### config.mk
export PLATFORM = sky130hd
export DESIGN_NAME = alarm_time_regs
export DESIGN_NICKNAME = d
export VERILOG_FILES = /design/src/hdl/alarm_regs_pkg.sv /design/src/hdl/alarm_time_regs.sv
export VERILOG_INCLUDE_DIRS = /design/src /design/src/hdl
export SDC_FILE = /design/constraint.sdc
export NUM_CORES = 1
export LEC_CHECK = 0
export ABC_AREA = 1
export BUFFER_PORTS_ARGS = -buffer_cell sky130_fd_sc_hd__clkbuf_2
export CAP_MARGIN = 20
export CORE_ASPECT_RATIO = 1.25
export CORE_MARGIN = 2
export CORE_UTILIZATION = 45
export CTS_CLUSTER_SIZE = 28
export DETAILED_ROUTE_END_ITERATION = 7
export MAX_ROUTING_LAYER = met4
export PLACE_DENSITY = 0.83
export SLEW_MARGIN = 25
export SYNTH_ARGS = -nofsm -noshare
export SYNTH_HDL_FRONTEND = slang
export SYNTH_SLANG_ARGS = --single-unit
export TNS_END_PERCENT = 100
### constraint.sdc
create_clock -name pclk -period 3.5 [get_ports pclk]
set_clock_uncertainty 0.1 [all_clocks]
set_input_delay 0.175 -clock pclk [delete_from_list [all_inputs] [get_ports pclk]]
set_output_delay 0.175 -clock pclk [all_outputs]
set_load 0.01 [all_outputs]
### src/hdl/alarm_regs_defs.svh
// Offsets, field positions and reset values for the alarm time registers
// Assumes inclusion by bare name from the design module and the bench
`ifndef ALARM_REGS_DEFS_SVH
`define ALARM_REGS_DEFS_SVH

// ==========================================================================
// Register offsets (byte addresses on APB)
`define OFS_ALARM_WEEKDAY_HOURS    12'h000
`define OFS_ALARM_MINUTES_SECONDS  12'h004
`define OFS_CLOCK_CONTROL          12'h008

// ==========================================================================
// Field positions
`define ALARM_WEEKDAY_DIGIT_LSB    8
`define ALARM_WEEKDAY_DIGIT_MSB    10
`define ALARM_HOUR_TENS_LSB   4
`define ALARM_HOUR_TENS_MSB   5
`define ALARM_HOUR_ONES_LSB   0
`define ALARM_HOUR_ONES_MSB   3
`define ALARM_MINUTE_TENS_LSB  12
`define ALARM_MINUTE_TENS_MSB  14
`define ALARM_MINUTE_ONES_LSB  8
`define ALARM_MINUTE_ONES_MSB  11
`define ALARM_SECOND_TENS_LSB  4
`define ALARM_SECOND_TENS_MSB  6
`define ALARM_SECOND_ONES_LSB  0
`define ALARM_SECOND_ONES_MSB  3
`define UNLOCK_BIT  0

// ==========================================================================
// Implemented bit masks and reset values
`define MASK_WDHR    16'h073F
`define MASK_MINSEC  16'h7F7F
`define RST_UNLOCK   1'h0

`endif

### src/hdl/alarm_regs_pkg.sv
// Types shared by the alarm time register block
// Assumes nothing beyond a SystemVerilog compiler
package alarm_regs_pkg;

    typedef struct packed
    {
        logic [2:0] alarm_weekday_digit;
        logic [1:0] alarm_hour_tens;
        logic [3:0] alarm_hour_ones;
        logic [2:0] alarm_minute_tens;
        logic [3:0] alarm_minute_ones;
        logic [2:0] alarm_second_tens;
        logic [3:0] alarm_second_ones;
    } alarm_time_t;

    typedef struct packed
    {
        alarm_time_t  alarm;
        logic         clock_write_unlock;
        logic [31:0]  prdata;
        logic         pready;
        logic         pslverr;
    } state_t;

endpackage

### src/hdl/alarm_time_regs.sv
// Alarm weekday/hours and minutes/seconds registers behind an APB slave
// Assumes an APB master on pclk; alarm fields have no reset value
//
// The placing of the registers and the APB register port were left to the implementer.
`timescale 1ns/1ns
`include "alarm_regs_defs.svh"

module alarm_time_regs
(
    input  wire logic                      pclk,
    input  wire logic                      presetn,
    input  wire logic                      psel,
    input  wire logic                      penable,
    input  wire logic                      pwrite,
    input  wire logic [11:0]               paddr,
    input  wire logic [31:0]               pwdata,
    input  wire logic [3:0]                pstrb,
    output logic      [31:0]               prdata,
    output logic                           pready,
    output logic                           pslverr,
    output alarm_regs_pkg::alarm_time_t    alarm_time,
    output logic                           clock_write_unlock
);

    alarm_regs_pkg::state_t state_reg;
    alarm_regs_pkg::state_t state_next;

    // ======================================================================
    // Register images
    function automatic logic [15:0] wdhr_image(input alarm_regs_pkg::alarm_time_t a);
        wdhr_image = {5'h00, a.alarm_weekday_digit, 2'h0, a.alarm_hour_tens, a.alarm_hour_ones};
    endfunction

    function automatic logic [15:0] minsec_image(input alarm_regs_pkg::alarm_time_t a);
        minsec_image = {1'h0, a.alarm_minute_tens, a.alarm_minute_ones,
                        1'h0, a.alarm_second_tens, a.alarm_second_ones};
    endfunction

    // ======================================================================
    // Bus decode and next state
    logic        setup;
    logic        wr;
    logic [15:0] wlo;

    always_comb
    begin
        state_next         = state_reg;
        setup              = psel && !penable;
        wr                 = setup && pwrite;
        wlo                = pwdata[15:0];
        state_next.pready  = 1'b0;
        state_next.pslverr = 1'b0;
        if (setup)
        begin
            state_next.pready = 1'b1;
            state_next.prdata = 32'h0000_0000;
            unique case (paddr)
                `OFS_ALARM_WEEKDAY_HOURS:
                begin
                    state_next.prdata[15:0] = wdhr_image(state_reg.alarm);
                    if (wr && state_reg.clock_write_unlock)
                    begin
                        if (pstrb[1])
                            state_next.alarm.alarm_weekday_digit = wlo[`ALARM_WEEKDAY_DIGIT_MSB:`ALARM_WEEKDAY_DIGIT_LSB];
                        if (pstrb[0])
                        begin
                            state_next.alarm.alarm_hour_tens = wlo[`ALARM_HOUR_TENS_MSB:`ALARM_HOUR_TENS_LSB];
                            state_next.alarm.alarm_hour_ones = wlo[`ALARM_HOUR_ONES_MSB:`ALARM_HOUR_ONES_LSB];
                        end
                    end
                end
                `OFS_ALARM_MINUTES_SECONDS:
                begin
                    state_next.prdata[15:0] = minsec_image(state_reg.alarm);
                    if (wr && state_reg.clock_write_unlock)
                    begin
                        if (pstrb[1])
                        begin
                            state_next.alarm.alarm_minute_tens = wlo[`ALARM_MINUTE_TENS_MSB:`ALARM_MINUTE_TENS_LSB];
                            state_next.alarm.alarm_minute_ones = wlo[`ALARM_MINUTE_ONES_MSB:`ALARM_MINUTE_ONES_LSB];
                        end
                        if (pstrb[0])
                        begin
                            state_next.alarm.alarm_second_tens = wlo[`ALARM_SECOND_TENS_MSB:`ALARM_SECOND_TENS_LSB];
                            state_next.alarm.alarm_second_ones = wlo[`ALARM_SECOND_ONES_MSB:`ALARM_SECOND_ONES_LSB];
                        end
                    end
                end
                `OFS_CLOCK_CONTROL:
                begin
                    state_next.prdata[`UNLOCK_BIT] = state_reg.clock_write_unlock;
                    if (wr && pstrb[0])
                        state_next.clock_write_unlock = pwdata[`UNLOCK_BIT];
                end
                default:
                    state_next.pslverr = 1'b1;
            endcase
        end
    end

    // ======================================================================
    // State register; alarm fields keep no reset value
    always_ff @(posedge pclk or negedge presetn)
    begin
        if (!presetn)
        begin
            state_reg.clock_write_unlock <= `RST_UNLOCK;
            state_reg.prdata             <= 32'h0000_0000;
            state_reg.pready             <= 1'b0;
            state_reg.pslverr            <= 1'b0;
        end
        else
        begin
            state_reg <= state_next;
        end
    end

    assign prdata             = state_reg.prdata;
    assign pready             = state_reg.pready;
    assign pslverr            = state_reg.pslverr;
    assign alarm_time         = state_reg.alarm;
    assign clock_write_unlock = state_reg.clock_write_unlock;
endmodule

==> key figures <==
Placed design
  – GP Congestion: 0.805
  – HPWL Detailed: between 2 and 3 mm
  – Placed inst area: ~2100 um2
  – Port Buffers: about 70

Global routing
  – Gr ovfl total: 0
  – GRT Total Usage: ~20%
  – Vias in the first global route: 1,413
  – Initial antenna violation count: 0
  – Pin count of the biggest net entering global routing: 20
  – Global-route wire length before repair: between 6 and 7 mm

Synth
  – Syn Area/Cell: roughly 10 um2
  – Yosys warnings: 0
  – Post-synth top cells: 52 x nand2_1, 23 x edfxtp_1, 23 x nand3_1
  – Top cells by area, synth: edfxtp_1 39%, dfrtp_1 24%, nand2_1 11%
  – Synthesis-stage register bit count: 40
  – Primary FF master, synth: edfxtp_1
  – Async SR Flop Fraction: between 40 and 50%
  – Post-synth cell types: 19
  – Post-synth top area cell: edfxtp_1
  – Mapped Cells: around 170
  – Post-synth EDFFs: 23
  – Cell with the most instances after synthesis: nand2_1
  – Netlist Area Pre-Place: 1750 um2
  – Register area share after synthesis: between 60% and 70%
  – Post-synth top area share: between 30% and 40%

Layout
  – Fin util: 62.4%
  – Area added between synthesis and finish: 33.5%
  – Nets: ~320
  – Diode count: 0
  – Layout cells sized above 1: 32.2%
  – Design area: between 2000 and 2500 um2

Floorplanning
  – # IOs: roughly 110
  – Die W: approximately 60 um
  – Core area: 3750 um2
  – Die area: 4420 um2
  – Starting Density: a little under half
  – Die height: approximately 74 um
  – Rows: 25

Routing
  – Routed WL per cell: around 13 um
  – Vias post-DR: between 1,000 and 1,500
  – DRC viols: 0
  – Via/cell ratio: approximately 4.8
  – Pre-antenna DRT Iters: 4
  – Total routed wirelength: 3.90 mm
  – Initial DRC count: 42
  – Post-DRT Antenna Nets: 0

Critical path
  – Reg-to-Reg End: alarm_time[1]$_DFFE_PP_
  – CP bufs+invs: 2
  – Largest stage delay, worst path: 0.52 ns
  – CP required: roughly 3.3 ns
  – Critical path type: in2reg
  – R2R setup slack: about 1.7 ns
  – Crit-path cells: dlygate4sd3_1, clkbuf_2, nand3_1, nor2_1
  – CP Launch Type: input port
  – Launch point of the worst reg-to-reg path: clock_write_unlock$_DFFE_PN0P_
  – Largest fanout on the critical path: 19
  – CP max stage cell: dlygate4sd3_1
  – Critical Path AT: approximately 1.8 ns
  – Nature of the critical path endpoint: flip-flop
  – Worst path top cell family by delay: buffers and inverters
  – Register-to-Register Path Depth: 4

STA
  – Worst slew pin tran: between 0.6 and 0.7 ns
  – Fin. max-slew vios: 0
  – Final setup TNS: 0 ns
  – Final setup fails: 0
  – Slew margin rel.: 59.1%
  – Fin crit period: 1.91 ns
  – Period Utilization, post-route: 54.7%
  – Hold Fails Final Rpt: 0
  – RSZ-0062 raised after global routing: false
  – WHS: 0.144 ns
  – Fmax: about 520 MHz

Clock tree
  – CTS tree: yes
  – Clock slew at reported path FFs: roughly 0.080 ns
  – H-tree depth: 2
  – Later-pin clock latency in the skew report: around 0.3 ns
  – TritonCTS Buffers: 5
  – Clock Path Buffers: 2
  – Num Clock Sinks: 40
  – Root Driver: clkbuf_8

Job
  – Max cap viols: 0

Worst hold path
  – Min-delay worst type: in2reg
  – Hold path start: pwrite
  – WHS Path Cells: 5
  – Hold Path Sink: clock_write_unlock$_DFFE_PN0P_

Pwr
  – Pwr Total: ~930 uW
  – Static Leak: 1.19 nW
  – Max IR drop VDD: ~0.29 mV
  – Power Dens Cells: 398 nW/um2

Outcome
  – Outcome: finished, final reports clean
## worst reg2reg max path: stages, from the launching register on
cell and delay (ns):
dfrtp_1 0.38, inv_1 0.06, nor3_1 0.24, nand3_1 0.12, nor2_1 0.50
## power by group
group	leakage (nW)	internal, mW	total [mW]	switching [mW]
combinational	0.700	0.0282	0.0642	0.0360
sequential	0.437	0.500	0.500	0.000327
clock	0.0541	0.211	0.367	0.157
## layer usage
layer | vias to the layer above | global-route usage [%] | share of wire (%)
li1 | 708 | - | -
met1 | 671 | 22.2 | 38
met2 | 63 | 33.6 | 54
met3 | 9 | 3.17 | 5.4
met4 | 0 | 10.6 | 2.7
met5 | - | - | 0
## cells in the final DEF, fill, tap and decap left out
master	count
clkbuf_2	72
nand2_1	52
nand3_1	23
edfxtp_1	23
conb_1	18
dfrtp_1	17
dlygate4sd3_1	15
nor2_1	12
inv_1	10
o21ai_0	5
clkbuf_8	5
nor2_4	2
o21ai_1	1
nor3_1	1
nor2_2	1
nand3_2	1
nor3b_1	1
a21oi_1	1
clkinv_2	1
clkinvlp_4	1
bufinv_16	1
buf_4	1
## cell type report
type,instances,area (um2)
Tap cell,40,50.0
Inverter,10,37.5
Timing Repair Buffer,88,518
Fill cell,331,1410
Clock buffer,5,68.8
Multi-Input combinational cell,118,509
Sequential cell,40,1120
Clock inverter,3,42.5
## state kept, by name, indices dropped and copies added, names as in the netlist
name,count
pslverr,1
clock_write_unlock,1
alarm_time,23
prdata,14
pready,1
## cell families after synthesis
kind of cell / after synthesis / share of synthesized area, %
other cells: 1 / 0.214
buf+inv: 31 / 11.0
compound gates: 7 / 2.00
simple gates: 93 / 23.2
flops: 40 / 63.6
## worst max path at each step
stage                                         startpoint                       to  slack (ns)  cells after the start
after floorplan           clock_write_unlock$_DFFE_PN0P_  alarm_time[0]$_DFFE_PP_        1.92                      4
after global placement                         paddr[11]  alarm_time[1]$_DFFE_PP_        1.41                      6
after detailed placement                       paddr[11]  alarm_time[1]$_DFFE_PP_        1.39                      6
after CTS                                        presetn  alarm_time[1]$_DFFE_PP_        1.54                      4
after global routing                             presetn  alarm_time[8]$_DFFE_PP_        1.41                      4
final                                            presetn  alarm_time[1]$_DFFE_PP_        1.59                      4
## metrics by stage
stage	instances	setup slack (ns)
after floorplan	189	1.92
after global placement	281	1.41
after detailed placement	281	1.39
after CTS	304	1.54
after global routing	304	1.41
final	304	1.59
## what timing repair did
item	4_1_cts	5_1_grt
hold endpoints to repair	40	0
hold buffers	15	0
gates resized for setup	0	0
setup buffers	0	0
Note: power is estimated with default switching activity, not from simulation.
